<file path="config.mk">
export PLATFORM = sky130hd
export DESIGN_NAME = interrupt_task_dispatcher
export DESIGN_NICKNAME = d
export VERILOG_FILES = /design/src/rtl/irq_dispatch_pkg.sv /design/src/rtl/interrupt_task_dispatcher.sv /design/src/rtl/pend_pick.sv /design/src/rtl/task_timer.sv
export VERILOG_INCLUDE_DIRS = /design/src /design/src/rtl
export SDC_FILE = /design/constraint.sdc
export NUM_CORES = 1
export LEC_CHECK = 0
export ABC_AREA = 1
export BUFFER_PORTS_ARGS = -buffer_cell sky130_fd_sc_hd__buf_2
export CAP_MARGIN = 10
export CELL_PAD_IN_SITES_DETAIL_PLACEMENT = 0
export CELL_PAD_IN_SITES_GLOBAL_PLACEMENT = 1
export CORE_ASPECT_RATIO = 1.5
export CORE_MARGIN = 2
export CORE_UTILIZATION = 40
export CTS_BUF_LIST = sky130_fd_sc_hd__clkbuf_4
export CTS_CLUSTER_SIZE = 16
export DETAILED_ROUTE_END_ITERATION = 7
export GPL_TIMING_DRIVEN = 1
export PLACE_DENSITY_LB_ADDON = 0.08
export SLEW_MARGIN = 25
export SYNTH_ARGS = -nofsm -noshare
export SYNTH_HDL_FRONTEND = slang
export SYNTH_SLANG_ARGS = --single-unit
</file>
<file path="constraint.sdc">
create_clock -name clk -period 29.6 [get_ports clk]
set_input_delay 5.92 -clock clk [delete_from_list [all_inputs] [get_ports clk]]
set_output_delay 5.92 -clock clk [all_outputs]
set_load 0.01 [all_outputs]
</file>
<file path="src/rtl/irq_dispatch_defs.svh">
`ifndef IRQ_DISPATCH_DEFS_SVH
`define IRQ_DISPATCH_DEFS_SVH

// Register indices on the plain register port.
`define REG_MAX_TIME 4'h0
`define REG_MAX_TASK 4'h1
`define REG_ERR_INFO 4'h2
`define REG_STOPPED 4'h3
`define REG_SETUP 4'h4
`define REG_CLR_IO 4'h5
`define REG_STATUS 4'h6

// Setup word fields and reset value.
`define SETUP_PWR_EN_BIT 15
`define SETUP_DET_DIS_BIT 14
`define SETUP_RESET 16'h0000

// Task numbers.
`define TASK_POWER 8'h01
`define TASK_SCHED0 8'h02
`define TASK_SCHED1 8'h03
`define TASK_IO_BASE 8'h64
`define TASK_IO_LAST 8'h83
`define IO_COUNT 32
`define SCHED_COUNT 2
`define EXT_COUNT 256

// Word encodings.
`define IRQ_TAG 16'h8000
`define ERR_KIND_BIT 15
`define WORD_ZERO 16'h0000

// Timing.
`define CLK_PERIOD_NS 100
`define TICK_NS 100000
`define TICK_CYCLES (`TICK_NS / `CLK_PERIOD_NS)
`define TICK_DIV_W 10
`define OVERLONG_MS 10
`define OVERLONG_TICKS (`OVERLONG_MS * 1000000 / `TICK_NS)

`endif

</file>
<file path="src/rtl/irq_dispatch_pkg.sv">
package irq_dispatch_pkg;
`include "irq_dispatch_defs.svh"

    typedef enum logic [1:0] {
        MODE_IDLE = 2'b00,
        MODE_RUN = 2'b01,
        MODE_POWER = 2'b10,
        MODE_HALT = 2'b11
    } mode_t;

    typedef struct packed {
        logic [3:0] addr;
        logic [15:0] wdata;
        logic wr;
        logic rd;
    } reg_req_t;

    typedef struct packed {
        logic valid;
        logic [7:0] task_num;
    } ext_req_t;

    typedef struct packed {
        logic valid;
        logic [6:0] unit;
    } conflict_t;

    typedef struct packed {
        logic [`TICK_DIV_W-1:0] div;
        logic [15:0] ticks;
    } timer_state_t;

    typedef struct packed {
        mode_t mode;
        logic [`IO_COUNT-1:0] io_pend;
        logic [`EXT_COUNT-1:0] ext_pend;
        logic [`SCHED_COUNT-1:0] sched_pend;
        logic [7:0] run_task;
        logic start_pulse;
        logic abort_pulse;
        logic skip_pulse;
        logic [15:0] max_time;
        logic [15:0] max_task;
        logic first_seen;
        logic [15:0] err_info;
        logic [15:0] stopped;
        logic [15:0] setup;
        logic irq_err;
        logic su_err;
        logic refresh_stop;
        logic over_seen;
        logic [15:0] rdata;
    } disp_state_t;

endpackage : irq_dispatch_pkg

</file>
<file path="src/rtl/interrupt_task_dispatcher.sv">
// The register addresses and the address-and-strobe port were left to the implementer.
`timescale 1ns/100ps
`include "irq_dispatch_defs.svh"
//////////////////////////////////////////////////////////////////////////////
module interrupt_task_dispatcher (
    input wire logic clk, // System clock, 10 MHz
    input wire logic rst_n, // Asynchronous reset, active low
    input wire logic ce, // Clock enable, freezes all state when low
    input wire logic op_start, // Start of operation pulse
    input wire irq_dispatch_pkg::reg_req_t bus, // Register port request
    output logic [15:0] rdata, // Register read data, one cycle after read
    input wire logic [`IO_COUNT-1:0] io_irq, // I/O interrupt pulses, tasks 100 to 131
    input wire logic [`SCHED_COUNT-1:0] sched_irq, // Scheduled interrupt pulses, tasks 2 and 3
    input wire irq_dispatch_pkg::ext_req_t ext_req, // External interrupt request
    input wire logic power_off_req, // Power-off detected pulse
    input wire logic task_done, // Engine finished the running task
    input wire logic legacy_refresh, // Legacy unit or remote refresh in progress
    input wire irq_dispatch_pkg::conflict_t conflict, // Refresh conflict report
    input wire logic prog_error_stop, // Program error stopped execution
    input wire logic [4:0] cyclic_task, // Cyclic task in effect
    output logic task_start, // Start pulse to the engine
    output logic [7:0] task_number, // Task to run or running
    output logic task_abort, // Abort pulse for the running task
    output logic unit_cmd_skip, // Conflicting unit command is skipped
    output logic irq_task_error_flag, // Interrupt task error flag
    output logic special_unit_error_flag, // Special unit error flag
    output logic special_refresh_stop // Special unit refresh stopped
);
    import irq_dispatch_pkg::*;

    disp_state_t s_reg;
    disp_state_t s_next;

    logic io_found;
    logic ext_found;
    logic sched_found;
    logic [7:0] io_idx;
    logic [7:0] ext_idx;
    logic [7:0] sched_idx;
    logic [15:0] elapsed;

    //////////////////////////////////////////////////////////////////////////
    // True when the given task is the one currently executing.
    function automatic logic is_running(input disp_state_t st, input logic [7:0] t);
        is_running = (st.mode != MODE_IDLE) && (st.mode != MODE_HALT) && (st.run_task == t);
    endfunction : is_running

    // True when a task number falls in the I/O range.
    function automatic logic in_io_range(input logic [7:0] t);
        in_io_range = (t >= `TASK_IO_BASE) && (t <= `TASK_IO_LAST);
    endfunction : in_io_range

    //////////////////////////////////////////////////////////////////////////
    pend_pick #(.N(`IO_COUNT)) u_pick_io (
        .pend(s_reg.io_pend),
        .found(io_found),
        .idx(io_idx)
    );

    pend_pick #(.N(`EXT_COUNT)) u_pick_ext (
        .pend(s_reg.ext_pend),
        .found(ext_found),
        .idx(ext_idx)
    );

    pend_pick #(.N(`SCHED_COUNT)) u_pick_sched (
        .pend(s_reg.sched_pend),
        .found(sched_found),
        .idx(sched_idx)
    );

    task_timer u_timer (
        .clk(clk),
        .rst_n(rst_n),
        .ce(ce),
        .start(s_reg.start_pulse),
        .run((s_reg.mode == MODE_RUN) || (s_reg.mode == MODE_POWER)),
        .elapsed(elapsed)
    );

    //////////////////////////////////////////////////////////////////////////
    always_comb begin
        logic pwr_en;
        logic det_en;
        logic pwr_req;
        logic busy;
        logic [7:0] io_t;
        pwr_en = s_reg.setup[`SETUP_PWR_EN_BIT];
        det_en = !s_reg.setup[`SETUP_DET_DIS_BIT];
        busy = (s_reg.mode == MODE_RUN) || (s_reg.mode == MODE_POWER);
        pwr_req = power_off_req && pwr_en;
        io_t = 8'h00;

        s_next = s_reg;
        s_next.start_pulse = 1'b0;
        s_next.abort_pulse = 1'b0;
        s_next.skip_pulse = 1'b0;
        s_next.rdata = `WORD_ZERO;

        // Register reads answer in the next cycle; unmapped indices read zero.
        if (bus.rd) begin
            case (bus.addr)
                `REG_MAX_TIME: s_next.rdata = s_reg.max_time;
                `REG_MAX_TASK: s_next.rdata = s_reg.max_task;
                `REG_ERR_INFO: s_next.rdata = s_reg.err_info;
                `REG_STOPPED: s_next.rdata = s_reg.stopped;
                `REG_SETUP: s_next.rdata = s_reg.setup;
                `REG_STATUS: s_next.rdata = {11'h000, s_reg.refresh_stop, s_reg.su_err, s_reg.irq_err,
                                             s_reg.mode};
                default: s_next.rdata = `WORD_ZERO;
            endcase
        end

        if (bus.wr && (bus.addr == `REG_SETUP)) begin
            s_next.setup = bus.wdata;
        end

        // The clear is applied first so that a request arriving in the same cycle survives.
        if (bus.wr && (bus.addr == `REG_CLR_IO)) begin
            s_next.io_pend[bus.wdata[4:0]] = 1'b0;
        end

        for (int i = 0; i < `IO_COUNT; i++) begin
            io_t = `TASK_IO_BASE + 8'(i);
            if (io_irq[i] && !is_running(s_reg, io_t)) begin
                s_next.io_pend[i] = 1'b1;
            end
        end

        for (int i = 0; i < `SCHED_COUNT; i++) begin
            if (sched_irq[i] && !is_running(s_reg, `TASK_SCHED0 + 8'(i))) begin
                s_next.sched_pend[i] = 1'b1;
            end
        end

        // External numbers naming a scheduled or I/O task share that task's pending bit; task 1 with power-off enabled acts as a power-off request.
        if (ext_req.valid && !is_running(s_reg, ext_req.task_num)) begin
            if ((ext_req.task_num == `TASK_POWER) && pwr_en) begin
                pwr_req = 1'b1;
            end else if ((ext_req.task_num == `TASK_SCHED0) || (ext_req.task_num == `TASK_SCHED1)) begin
                s_next.sched_pend[ext_req.task_num[0]] = 1'b1;
            end else if (in_io_range(ext_req.task_num)) begin
                io_t = ext_req.task_num - `TASK_IO_BASE;
                s_next.io_pend[io_t[4:0]] = 1'b1;
            end else begin
                s_next.ext_pend[ext_req.task_num] = 1'b1;
            end
        end

        case (s_reg.mode)
            MODE_IDLE: begin
                if (pwr_req) begin
                    s_next.start_pulse = 1'b1;
                    s_next.run_task = `TASK_POWER;
                    s_next.mode = MODE_POWER;
                    s_next.io_pend = '0;
                    s_next.ext_pend = '0;
                    s_next.sched_pend = '0;
                end else if (io_found) begin
                    s_next.io_pend[io_idx[4:0]] = 1'b0;
                    s_next.run_task = `TASK_IO_BASE + io_idx;
                    s_next.start_pulse = 1'b1;
                    s_next.mode = MODE_RUN;
                end else if (ext_found) begin
                    s_next.ext_pend[ext_idx] = 1'b0;
                    s_next.run_task = ext_idx;
                    s_next.start_pulse = 1'b1;
                    s_next.mode = MODE_RUN;
                end else if (sched_found) begin
                    s_next.sched_pend[sched_idx[0]] = 1'b0;
                    s_next.run_task = `TASK_SCHED0 + sched_idx;
                    s_next.start_pulse = 1'b1;
                    s_next.mode = MODE_RUN;
                end
            end
            MODE_RUN: begin
                if (pwr_req) begin
                    // The aborted task is dropped and pending work is discarded.
                    s_next.abort_pulse = 1'b1;
                    s_next.start_pulse = 1'b1;
                    s_next.run_task = `TASK_POWER;
                    s_next.mode = MODE_POWER;
                    s_next.io_pend = '0;
                    s_next.ext_pend = '0;
                    s_next.sched_pend = '0;
                end else if (task_done) begin
                    s_next.mode = MODE_IDLE;
                end
            end
            MODE_POWER: begin
                if (task_done) begin
                    s_next.mode = MODE_HALT;
                end
            end
            MODE_HALT: begin
                s_next.mode = MODE_HALT;
            end
            default: begin
                s_next.mode = MODE_IDLE;
            end
        endcase

        // Longest execution time and its task are taken at each completion.
        if (busy && task_done) begin
            if (!s_reg.first_seen || (elapsed > s_reg.max_time)) begin
                s_next.max_time = elapsed;
                s_next.max_task = `IRQ_TAG | {8'h00, s_reg.run_task};
            end
            s_next.first_seen = 1'b1;
        end

        if (s_reg.start_pulse) begin
            s_next.over_seen = 1'b0;
        end else if (busy && legacy_refresh && !s_reg.over_seen && (elapsed > 16'(`OVERLONG_TICKS))) begin
            s_next.over_seen = 1'b1;
            s_next.su_err = 1'b1;
            s_next.refresh_stop = 1'b1;
            if (det_en) begin
                s_next.irq_err = 1'b1;
                s_next.err_info = {8'h00, s_reg.run_task};
            end
        end

        // A conflicting unit command is skipped; cyclic refresh is untouched.
        if (conflict.valid) begin
            s_next.skip_pulse = 1'b1;
            if (det_en) begin
                s_next.irq_err = 1'b1;
                s_next.err_info = `IRQ_TAG | {9'h000, conflict.unit};
            end
        end

        if (prog_error_stop) begin
            if (busy) begin
                s_next.stopped = `IRQ_TAG | {8'h00, s_reg.run_task};
            end else begin
                s_next.stopped = {11'h000, cyclic_task};
            end
        end

        // Start of operation wins over dispatch, pending bits, statistics and flags in its cycle; skip, err_info, stopped and setup still update.
        if (op_start) begin
            s_next.mode = MODE_IDLE;
            s_next.io_pend = '0;
            s_next.ext_pend = '0;
            s_next.sched_pend = '0;
            s_next.start_pulse = 1'b0;
            s_next.abort_pulse = 1'b0;
            s_next.max_time = `WORD_ZERO;
            s_next.max_task = `WORD_ZERO;
            s_next.first_seen = 1'b0;
            s_next.irq_err = 1'b0;
            s_next.su_err = 1'b0;
            s_next.refresh_stop = 1'b0;
            s_next.over_seen = 1'b0;
        end
    end

    //////////////////////////////////////////////////////////////////////////
    always_ff @(posedge clk or negedge rst_n) begin
        if (!rst_n) begin
            s_reg <= '0;
            s_reg.setup <= `SETUP_RESET;
            s_reg.mode <= MODE_IDLE;
        end else if (ce) begin
            s_reg <= s_next;
        end
    end

    assign rdata = s_reg.rdata;
    assign task_start = s_reg.start_pulse;
    assign task_number = s_reg.run_task;
    assign task_abort = s_reg.abort_pulse;
    assign unit_cmd_skip = s_reg.skip_pulse;
    assign irq_task_error_flag = s_reg.irq_err;
    assign special_unit_error_flag = s_reg.su_err;
    assign special_refresh_stop = s_reg.refresh_stop;
endmodule : interrupt_task_dispatcher

</file>
<file path="src/rtl/pend_pick.sv">
`timescale 1ns/100ps
module pend_pick #(
    parameter int N = 32
) (
    input wire logic [N-1:0] pend, // Pending bits of one request kind
    output logic found, // Some bit is set
    output logic [7:0] idx // Lowest set index
);
    always_comb begin
        found = 1'b0;
        idx = 8'h00;
        for (int i = N - 1; i >= 0; i--) begin
            if (pend[i]) begin
                found = 1'b1;
                idx = 8'(i);
            end
        end
    end
endmodule : pend_pick

</file>
<file path="src/rtl/task_timer.sv">
`timescale 1ns/100ps
`include "irq_dispatch_defs.svh"
module task_timer (
    input wire logic clk, // System clock
    input wire logic rst_n, // Asynchronous reset, active low
    input wire logic ce, // Clock enable
    input wire logic start, // Restart the measurement
    input wire logic run, // A task is executing
    output logic [15:0] elapsed // Execution time in 0.1 ms units
);
    import irq_dispatch_pkg::*;

    timer_state_t s_reg;
    timer_state_t s_next;

    // Counts whole 0.1 ms ticks of execution and saturates at full scale.
    always_comb begin
        s_next = s_reg;
        if (start) begin
            s_next.div = '0;
            s_next.ticks = `WORD_ZERO;
        end else if (run) begin
            if (s_reg.div == `TICK_DIV_W'(`TICK_CYCLES - 1)) begin
                s_next.div = '0;
                if (s_reg.ticks != 16'hFFFF) begin
                    s_next.ticks = s_reg.ticks + 16'h0001;
                end
            end else begin
                s_next.div = s_reg.div + `TICK_DIV_W'(1);
            end
        end
    end

    always_ff @(posedge clk or negedge rst_n) begin
        if (!rst_n) begin
            s_reg <= '0;
        end else if (ce) begin
            s_reg <= s_next;
        end
    end

    assign elapsed = s_reg.ticks;
endmodule : task_timer

</file>
=== After elaboration in Yosys (flattened, before gate mapping) ===
Cells that the tools add are included.
Widths: inputs -> output; s select.

* Register bits: 430
* Input bits: 86

* Add/sub/neg operators: 5
* Magnitude comparators: 18
* Equality and inequality tests: 56
* Muxes and demuxes: 681
* Bitwise gates (word level): 11
* Reductions and logical operators: 148

{| class="wikitable"
|+ Operators with widths
! operator !! count
|-
| $mux 8 || 256
|-
| $pmux 299 s2 || 1
|-
| $mux 290 || 2
|-
| $mux 256 || 2
|-
| $mux 1 || 341
|-
| $mux 301 || 1
|-
| $mux 300 || 1
|-
| $mux 292 || 1
|-
| $mux 288 || 1
|-
| $mux 258 || 1
|-
| $and 256x256->256 || 1
|-
| $not 256->256 || 1
|-
| $or 256x256->256 || 1
|-
| $eq 8x7->1 const B || 28
|-
| $mux 5 || 32
|-
| $mux 16 || 9
|-
| $mux 32 || 4
|-
| $pmux 16 s6 || 1
|-
| $logic_and 1x1->1 || 87
|-
| $mux 33 || 2
|-
| $and 32x32->32 || 2
|-
| $not 32->32 || 2
|-
| $mux 26 || 2
|-
| $logic_not 1->1 || 37
|-
| other kinds (54) || 103
|}

=== Depth between registers and ports, before layout ===
Gate-level depths: netlist of run 1.

* Depth in word-level cells: 267
* Depth in mapped cells: 264
* Depth with buffers taken out: 263

=== Modules after synthesis ===
Synthesis of run 1 repeated with hierarchy kept, for this count alone.

* Cells, all modules: 5,047
* Area total of the unflattened synthesis: 30,894.6 um^2

{| class="wikitable"
|+ Modules (own cells, without submodules)
! module !! instances !! cells an instance !! area an instance (um^2)
|-
| interrupt_task_dispatcher || 1 || 3,704 || 24,403.4
|-
| pend_pick at u_pick_ext || 1 || 978 || 4,206.5
|-
| task_timer || 1 || 242 || 1,741.7
|-
| pend_pick at u_pick_io || 1 || 111 || 469.2
|-
| pend_pick at u_pick_sched || 1 || 12 || 73.8
|}

=== Worst setup path before layout of run 1 ===
Ideal clock, no wire load.

* Path kind: register -> register
* From: register s_reg[368] (netlist name)
* To: register s_reg[155] (netlist name)
* Library setup time: 0.117 ns
* Arrival: 11.855 ns
* Slack: 17.629 ns
* Cell stages (with the launch flop): 264
* Path through: dfrtp_1 inv_1 nand2_1 nand2_1 nand2_1 nand2_1 nand2_1 nand2_1 nand2_1 nand2_1 nand2_1 nand2_1 nand2_1 nand2_1 nand2_1 nand2_1 nand2_1 nand2_1 [228 not listed] nand2_1 nand2_1 nand2_1 nand2_1 nand2_1 nand2_1 nand2_1 nand2_1 nand2_2 nand2_4 nand3_2 inv_2 nand2_2 buf_2 o21ai_1 nand2_1 nand2_1 nand2_1

* Cells in the longest elaborated chain, start to end: 266
* Elaborated cells on any way between the ends: 522
* Those cells by class: order compare (2); mux (517); bitwise (2); reduce/logical (1)

{| class="wikitable"
|+ RTL lines
! element !! RTL line !! source
|-
| start: declaration || interrupt_task_dispatcher.sv:31 || <nowiki>disp_state_t s_reg;</nowiki>
|-
| start signal: assignment || interrupt_task_dispatcher.sv:266 || <nowiki>s_reg <= s_next;</nowiki>
|-
| $mux 8 (255 in series) || pend_pick.sv:13 || <nowiki>if (pend[i]) begin</nowiki>
|-
| $lt 8x9->1 (implied by the code) / $ge 8x1->1 (equally long branches) || interrupt_task_dispatcher.sv:165 || <nowiki>s_next.ext_pend[ext_idx] = 1'b0;</nowiki>
|-
| $logic_and 1x1->1 (implied by the code) || interrupt_task_dispatcher.sv:165 ||
|-
| $mux 1 (implied by the code) || interrupt_task_dispatcher.sv:165 ||
|-
| $demux 1 s8 || interrupt_task_dispatcher.sv:165 ||
|-
| $not 256->256 (no line) || n/a ||
|-
| $and 256x256->256 (no line) || n/a ||
|-
| $mux 256 * || interrupt_task_dispatcher.sv:164 || <nowiki>end else if (ext_found) begin</nowiki>
|-
| $mux 258 * || interrupt_task_dispatcher.sv:159 || <nowiki>end else if (io_found) begin</nowiki>
|-
| $mux 301 * || interrupt_task_dispatcher.sv:152 || <nowiki>if (pwr_req) begin</nowiki>
|-
| $pmux 299 s2 * || interrupt_task_dispatcher.sv:150 || <nowiki>case (s_reg.mode)</nowiki>
|-
| $mux 292 * || interrupt_task_dispatcher.sv:242 || <nowiki>if (op_start) begin</nowiki>
|}

Every way passes the cells marked *; elsewhere a longest branch is shown, timed or not.
A chain may end at the register's enable or synchronous reset.

=== Worst setup path in the final report of run 1 ===
* From: register s_reg[367] (netlist name)
* To: register s_reg[260] (netlist name)

* Cells in the longest elaborated chain, start to end: 265
* Elaborated cells on any way between the ends: 520
* Those cells by class: order compare (2); mux (515); bitwise (2); reduce/logical (1)

{| class="wikitable"
|+ RTL lines
! element !! RTL line
|-
| $mux 8 (254 in series) || pend_pick.sv:13
|-
| $lt 8x9->1 (implied by the code) / $ge 8x1->1 (equally long branches) || interrupt_task_dispatcher.sv:165
|-
| $logic_and 1x1->1 (implied by the code) || interrupt_task_dispatcher.sv:165
|-
| $mux 1 (implied by the code) || interrupt_task_dispatcher.sv:165
|-
| $demux 1 s8 || interrupt_task_dispatcher.sv:165
|-
| $not 256->256 (no line) || n/a
|-
| $and 256x256->256 (no line) || n/a
|-
| $mux 256 * || interrupt_task_dispatcher.sv:164
|-
| $mux 258 * || interrupt_task_dispatcher.sv:159
|-
| $mux 301 * || interrupt_task_dispatcher.sv:152
|-
| $pmux 299 s2 * || interrupt_task_dispatcher.sv:150
|-
| $mux 292 * || interrupt_task_dispatcher.sv:242
|}

Marks and branches as above.

==> out/results.md, run 1 <==
| Item | This run |
|---|---|
| Hold Fails Final Rpt | 0 |
| Run status | completed |
| Most instantiated flip-flop cell in the synthesis netlist | sky130_fd_sc_hd__dfrtp_1 |
| Number of rows in the core area | 120 |
| Fin cells | 5788 |
| Die footprint | 74680 um^2 |
| Ratio of cells with drive above 1 in the final layout | 8.338% |
| Hold-fix buffers at CTS | 0 |
| Number of buffers added on ports | 115 |
| Post-synthesis sequential area ratio | 35.83% |
| Period utilisation layout | 49.67% |
| Number of DRC markers after the initial detailed-route iteration | 2713 |
| Insertion delay to the later sink of the worst-skew pair | 980 ps |
| Cell type with the highest aggregate area in the netlist | sky130_fd_sc_hd__dfrtp_1 |
| Number of nets produced by synthesis | 4839 |
| Worst-path fanout max | 16 |
| TritonCTS clock tree | done |
| Average vias per placed instance | 5.347 |
| Number of warnings reported in the yosys synthesis log | 0 |
| Summed negative setup slack over all endpoints | 0 ps |
| Number of sinks driven by the clock tree | 415 |
| Maximum VDD drop | 0.03576 mV |
| Final cell utilization of the core | 44.42% |
| Routed Wire Length | 121200 um |
| Clock root buffer | sky130_fd_sc_hd__clkbuf_4 |
| Fraction of post-synthesis cell area in the top cell type by area | 35.83% |
| Summed instance area of the synthesized netlist | 28990 um^2 |
| Cell types occupying the most area after synthesis | sky130_fd_sc_hd__dfrtp_1 36%, sky130_fd_sc_hd__nand2_1 26%, sky130_fd_sc_hd__inv_1 6.6% |
| Endpoint kind of the worst setup timing path | flip-flop |
| Final Max Tran Viols | 0 |
| Post-synth cell types | 52 |
| Count of antenna-violating nets left after detailed routing | 0 |
| Static leakage | 16.04 nW |
| Total number of vias | 30950 |
| Type of the worst setup path | flip-flop to flip-flop |
| Initial core utilization | 40.47% |
| DRC errors left | 0 |
| Core box area | 71620 um^2 |
| Worst slew margin relative to its limit | 25.13% |
| Ys async rst share | 100.0% |
| Setup-violating endpoint count in the final report | 0 |
| Critical path data required time | 30390 ps |
| Minimum setup slack among reg-to-reg paths | 14900 ps |
| Path category of the worst min-delay check | flip-flop to flip-flop |
| CTS buffer count | 114 |
| Post-detailed-route wirelength per cell | 20.95 um |
| Placer congestion estimate | 0.8959 |
| Number of buffers between clock root and the deepest sink | 3 |
| First-pass detailed-route iteration total | 6 |
| Critical path launch point type | flip-flop |
| Number of setup buffers added after CTS | 0 |
| Max frequency | 68.02 MHz |
| Via count of the first global-routing pass | 30260 |
| Die X-Extent | 223.8 um |
| Clock slew at reported path FFs | 70 ps |
| Slew of the pin with the lowest slew margin | 1119 ps |
| Maximum level of the CTS H-tree | 3 |
| Power density normalized to cell area | 55.91 nW/um^2 |
| Global routing usage summed across all routing layers | 32.23% |
| Maximum number of pins on one net before global-route repair | 192 |
| Total overflow reported by the global router | 0 |
| Library cell contributing the largest single delay on the critical path | sky130_fd_sc_hd__nand3_2 |
| Number of maximum-capacitance constraint violations | 0 |
| First-pass GRT wire length | 183200 um |
| Number of ports placed on the die boundary | 116 |
| Number of instances resized during post-cts repair | 0 |
| Peak per-stage delay on the critical path | 670 ps |
| Synth Area per Inst | 6.136 um^2 |
| Post-synthesis register bit count | 415 |
| Placed Cells incl. Taps | 5579 |
| DPL Wire Length | 79160 um |
| Layout Skew | 62.52 ps |
| P&R area growth vs syn | 9.751% |
| Max FFs per register | 360 |
| Crit-path most repeated cell | sky130_fd_sc_hd__nand2_1 |
| Arrival time of data at the critical path endpoint | 15490 ps |
| Worst hold margin | 475.5 ps |
| Die span in y | 333.7 um |
| Period minus WS final | 14700 ps |
| Number of antenna violations at the first check in global routing | 4 |
| Nets | 4896 |
| Number of enable-type register cells in the synthesized netlist | 0 |
| Synthesized instance count | 4724 |
| RSZ-0062 raised after global routing | false |
==> where the power goes <==
| part | switching [mW] | internal [mW] |
|---|---|---|
| registers | 0.0376 | 0.612 |
| clock network | 0.281 | 0.288 |
| logic | 0.414 | 0.147 |
==> worst max-delay path: cells and delay by family (launching register included) <==
kind	cells	cell delay, ps
AND/OR/NAND/NOR	257	13540
flip-flops	1	390
AO/OA/AOI/OAI	2	430
buffers and inverters	1	100
==> synth_stat cells (5+ instances only) <==
| cell | n |
|---|---|
| sky130_fd_sc_hd__nor3_1 | 51 |
| sky130_fd_sc_hd__o22ai_1 | 67 |
| sky130_fd_sc_hd__inv_2 | 8 |
| sky130_fd_sc_hd__nor4_1 | 9 |
| sky130_fd_sc_hd__o21ai_0 | 223 |
| sky130_fd_sc_hd__a32o_1 | 12 |
| sky130_fd_sc_hd__o211ai_1 | 42 |
| sky130_fd_sc_hd__a211oi_1 | 6 |
| sky130_fd_sc_hd__buf_4 | 28 |
| sky130_fd_sc_hd__clkbuf_1 | 165 |
| sky130_fd_sc_hd__inv_1 | 512 |
| sky130_fd_sc_hd__buf_1 | 20 |
| sky130_fd_sc_hd__nor2_8 | 5 |
| sky130_fd_sc_hd__a31oi_1 | 6 |
| sky130_fd_sc_hd__nand2_1 | 2045 |
| sky130_fd_sc_hd__o21ai_1 | 132 |
| sky130_fd_sc_hd__nand3_1 | 113 |
| sky130_fd_sc_hd__dfrtp_1 | 415 |
| sky130_fd_sc_hd__nand2_2 | 6 |
| sky130_fd_sc_hd__o31ai_1 | 5 |
| sky130_fd_sc_hd__ha_1 | 29 |
| sky130_fd_sc_hd__a21oi_1 | 311 |
| sky130_fd_sc_hd__o21bai_1 | 23 |
| sky130_fd_sc_hd__clkinv_1 | 11 |
| sky130_fd_sc_hd__nor2_1 | 415 |
| sky130_fd_sc_hd__buf_6 | 7 |
| sky130_fd_sc_hd__nand4_1 | 10 |
==> cell families after synthesis <==
group | after synthesis | synth area share (%)
buffers and inverters | 755 | 10.34
multiplexers | 3 | 0.1165
adder cells (fa/ha/maj) | 29 | 1.252
XOR/XNOR | 4 | 0.1209
flip-flops | 415 | 35.83
AND/OR/NAND/NOR | 2671 | 36.24
AO/OA/AOI/OAI | 847 | 16.11
==> final cells by class <==
type | count | area, um^2
sequential | 415 | 10390
fill | 7953 | 39810
clock buffer | 163 | 1224
clock inverter | 41 | 275.3
inverter | 531 | 2008
antenna | 4 | 10.01
tap | 915 | 1145
timing repair buffer | 165 | 1010
multi-input combinational | 3554 | 15760
==> per-layer routing <==
layer	routed length, um	vias to the layer above	GRT usage (%)
met3	6956	328	4.164
met5	13	-	0
met4	6630	2	17.05
li1	-	15010	-
met1	47510	14460	38.09
met2	60140	1145	56.80
==> cell usage in the layout (no fill, tap or decap), types with 23 or more instances in the layout <==
cell type and n:
sky130_fd_sc_hd__o211ai_1 42, sky130_fd_sc_hd__a21oi_1 311, sky130_fd_sc_hd__o22ai_1 67, sky130_fd_sc_hd__buf_2 114, sky130_fd_sc_hd__nor2_1 406, sky130_fd_sc_hd__o21ai_0 223, sky130_fd_sc_hd__clkbuf_4 163, sky130_fd_sc_hd__nor3_1 36
sky130_fd_sc_hd__nand2_1 2045, sky130_fd_sc_hd__o21ai_1 132, sky130_fd_sc_hd__o21bai_1 23, sky130_fd_sc_hd__ha_1 29, sky130_fd_sc_hd__buf_4 46, sky130_fd_sc_hd__dfrtp_1 415, sky130_fd_sc_hd__nand3_1 113, sky130_fd_sc_hd__inv_1 512
sky130_fd_sc_hd__clkinv_1 40
==> worst paths after layout <==
check                           start         end  cells after the start
setup / recovery           s_reg[367]  s_reg[260]                    260
hold / removal               rdata[3]    rdata[3]                      2
setup reg to reg           s_reg[367]  s_reg[260]                    260
hold reg to reg              rdata[3]    rdata[3]                      2
max in group asynchronous       rst_n  s_reg[279]                      3
min in group asynchronous       rst_n   s_reg[31]                      1
==> metrics by stage <==
step	power [mW]	instance area (um^2)	setup WS, ps
2_1_floorplan	1.013	28990	17630
3_3_place_gp	1.214	30240	14950
3_5_place_dp	1.215	30260	15000
4_1_cts	1.791	31760	14900
5_1_grt	1.883	31810	12340
6_report	1.779	31810	14900
(Power assumes the default switching activity.)
==> run 2, diff against run 1 <==
==> constraint.sdc (replaced) <==
create_clock -name clk -period 15.4 [get_ports clk]
set_input_delay 3.08 -clock clk [delete_from_list [all_inputs] [get_ports clk]]
set_output_delay 3.08 -clock clk [all_outputs]
set_load 0.01 [all_outputs]
==> out/results.md, run 2 (same netlist as run 1, synthesis figures left out) <==
| Item | This run | Change |
|---|---|---|
| Run status | completed |  |
| Die span in y | 333.7 um | unchanged |
| TritonCTS clock tree | done |  |
| DRC errors left | 0 | unchanged |
| First-pass detailed-route iteration total | 6 | unchanged |
| Number of antenna violations at the first check in global routing | 6 | +2 |
| Number of ports placed on the die boundary | 116 | unchanged |
| Number of buffers and inverters on the critical path | 3 | +2 |
| Source of the worst register-to-register timing path | s_reg[368] |  |
| Setup-violating endpoint count in the final report | 0 | unchanged |
| Clock root buffer | sky130_fd_sc_hd__clkbuf_4 |  |
| Period utilisation layout | 93.21% | +44 points |
| Library cell contributing the largest single delay on the critical path | sky130_fd_sc_hd__dfrtp_1 |  |
| Period minus WS final | 14350 ps | -348.2 ps |
| Insertion delay to the later sink of the worst-skew pair | 1010 ps | +30 ps |
| Global-route met2 utilization | 56.46% | -0.34 points |
| Crit-path most repeated cell | sky130_fd_sc_hd__nand2_1 |  |
| Placer congestion estimate | 0.9068 | +1.2% |
| Nets | 4950 | +1.1% |
| Maximum number of pins on one net before global-route repair | 192 | unchanged |
| CTS buffer count | 115 | +0.88% |
| Overall power of the completed layout | 3.443 mW | +94% |
| Met1 Track Usage GR | 37.85% | -0.24 points |
| Total number of vias | 31450 | +1.6% |
| Routed Wire Length | 122300 um | +0.85% |
| Power density normalized to cell area | 104.0 nW/um^2 | +86% |
| Reg-to-Reg End | s_reg[279] |  |
| Number of rows in the core area | 120 | unchanged |
| Type of the worst setup path | flip-flop to flip-flop |  |
| Number of buffers added on ports | 115 | unchanged |
| Via count of the first global-routing pass | 31020 | +2.5% |
| Ratio of cells with drive above 1 in the final layout | 11.58% | +3.2 points |
| Maximum VDD drop | 0.06976 mV | +95% |
| Worst-case hold path end point | rdata[9] |  |
| Number of buffers between clock root and the deepest sink | 3 | unchanged |
| Logic depth of the worst register-to-register path | 263 | +1.2% |
| Endpoint kind of the worst setup timing path | flip-flop |  |
| Cell family with the largest share of critical-path delay | simple AND/OR/NAND/NOR gates |  |
| Highest-count cells in the layout ignoring fill and taps | 1970 x sky130_fd_sc_hd__nand2_1, 511 x sky130_fd_sc_hd__inv_1, 415 x sky130_fd_sc_hd__dfrtp_1 |  |
| Number of DRC markers after the initial detailed-route iteration | 2684 | -1.1% |
| Critical path data required time | 16210 ps | -14180 ps |
| Most heavily used metal layer in global routing | met2 |  |
| Layout Skew | 101.7 ps | +39.16 ps |
| Hold Fails Final Rpt | 0 | unchanged |
| Post-route design area | 33100 um^2 | +4.1% |
| Post-detailed-route wirelength per cell | 20.92 um | -0.13% |
| Die X-Extent | 223.8 um | unchanged |
| Hold-fix buffers at CTS | 0 | unchanged |
| Worst-path fanout max | 6 | -10 |
| Slew of the pin with the lowest slew margin | 1172 ps | +52.52 ps |
| Initial core utilization | 40.47% | unchanged |
| Number of sinks driven by the clock tree | 415 | unchanged |
| Peak per-stage delay on the critical path | 390 ps | -280 ps |
| Minimum setup slack among reg-to-reg paths | 1050 ps | -13850 ps |
| Placed Cells incl. Taps | 5595 | +0.29% |
| Worst slew margin relative to its limit | 21.58% | -3.5 points |
| Path category of the worst min-delay check | flip-flop to flip-flop |  |
| First-pass GRT wire length | 184900 um | +0.95% |
| Number of maximum-capacitance constraint violations | 0 | unchanged |
| Die footprint | 74680 um^2 | unchanged |
| Clock slew at reported path FFs | 70 ps | about the same |
| Placed cell areas | 30410 um^2 | +0.50% |
| Max frequency | 69.67 MHz | +2.4% |
| P&R area growth vs syn | 14.20% |  |
| GR met3 Demand/Resource | 4.516% | +0.35 points |
| Total overflow reported by the global router | 0 | unchanged |
| Max FFs per register | 360 | unchanged |
| Setup slack of the critical path after layout | 1046 ps | -13850 ps |
| Count of antenna-violating nets left after detailed routing | 0 | unchanged |
| Maximum level of the CTS H-tree | 3 | unchanged |
| Static leakage | 16.79 nW | +4.7% |
| Worst Setup Slack post-DPL | 813.8 ps | -14180 ps |
| Arrival time of data at the critical path endpoint | 15160 ps | -330 ps |
| Average vias per placed instance | 5.381 | +0.65% |
| Most common cell after layout, fill and taps aside | sky130_fd_sc_hd__nand2_1 |  |
| Critical path launch point type | flip-flop |  |
| Global routing usage summed across all routing layers | 32.41% | +0.18 points |
| Min-Delay Startpoint | rdata[9] |  |
| DPL Wire Length | 80700 um | +1.9% |
| RSZ-0062 raised after global routing | true |  |
| Fin cells | 5845 | +0.98% |
| Min-Delay Path Depth | 2 | unchanged |
| Final Max Tran Viols | 0 | unchanged |
| Path length in cells of the critical path | 263 | +1.2% |
| Core box area | 71620 um^2 | unchanged |
-- run 2: report_power, final --
group	switching, mW	internal, mW
logic	0.827	0.324
registers	0.0719	1.18
clock network	0.547	0.497
-- run 2: how the worst max path moves through the flow --
stage	from	endpoint	slack (ps)
6_report	s_reg[368]	s_reg[279]	1050
4_1_cts	s_reg[367]	s_reg[234]	700
3_3_place_gp	s_reg[367]	s_reg[146]	890
3_5_place_dp	s_reg[367]	s_reg[250]	810
5_1_grt	s_reg[368]	s_reg[279]	-1750
2_1_floorplan	s_reg[368]	s_reg[155]	3430
-- run 2: what timing repair did --
item / 4_1_cts / 5_1_grt
endpoints found under the setup margin: 0 / 257
setup buffers: 0 / 35
resized for setup: 0 / 182
-- run 2: through the flow --
step / setup TNS, ps / hold slack, ps / utilization (%)
after floorplan: 0 / 444.2 / -
after global placement: 0 / 461.8 / 42.43
after detailed placement: 0 / 467.9 / 42.46
after CTS: 0 / 482.7 / 44.47
after global routing: -410130 / 508.2 / 46.22
final: 0 / 477.2 / 46.22
-- run 2: cell type report --
cell class,count,area (um^2)
fill,7793,38520
multi-input combinational,3554,16310
sequential,415,10390
inverter,531,2018
timing repair buffer,218,1794
clock buffer,166,1246
tap,915,1145
clock inverter,40,192.7
antenna,6,15.01
-- run 2: metal layers --
layer  share of wire, %  routed length (um)
met5              0.036                  44
met4                5.7                6986
met3                6.0                7378
met2                 49               60480
met1                 39               47390
-- run 2: tightest hold or removal path, delay by kind of cell (launching register included) --
family           cells  cell delay, ps
AO/OA/AOI/OAI        1              60
AND/OR/NAND/NOR      1              50
flip-flops           1             340
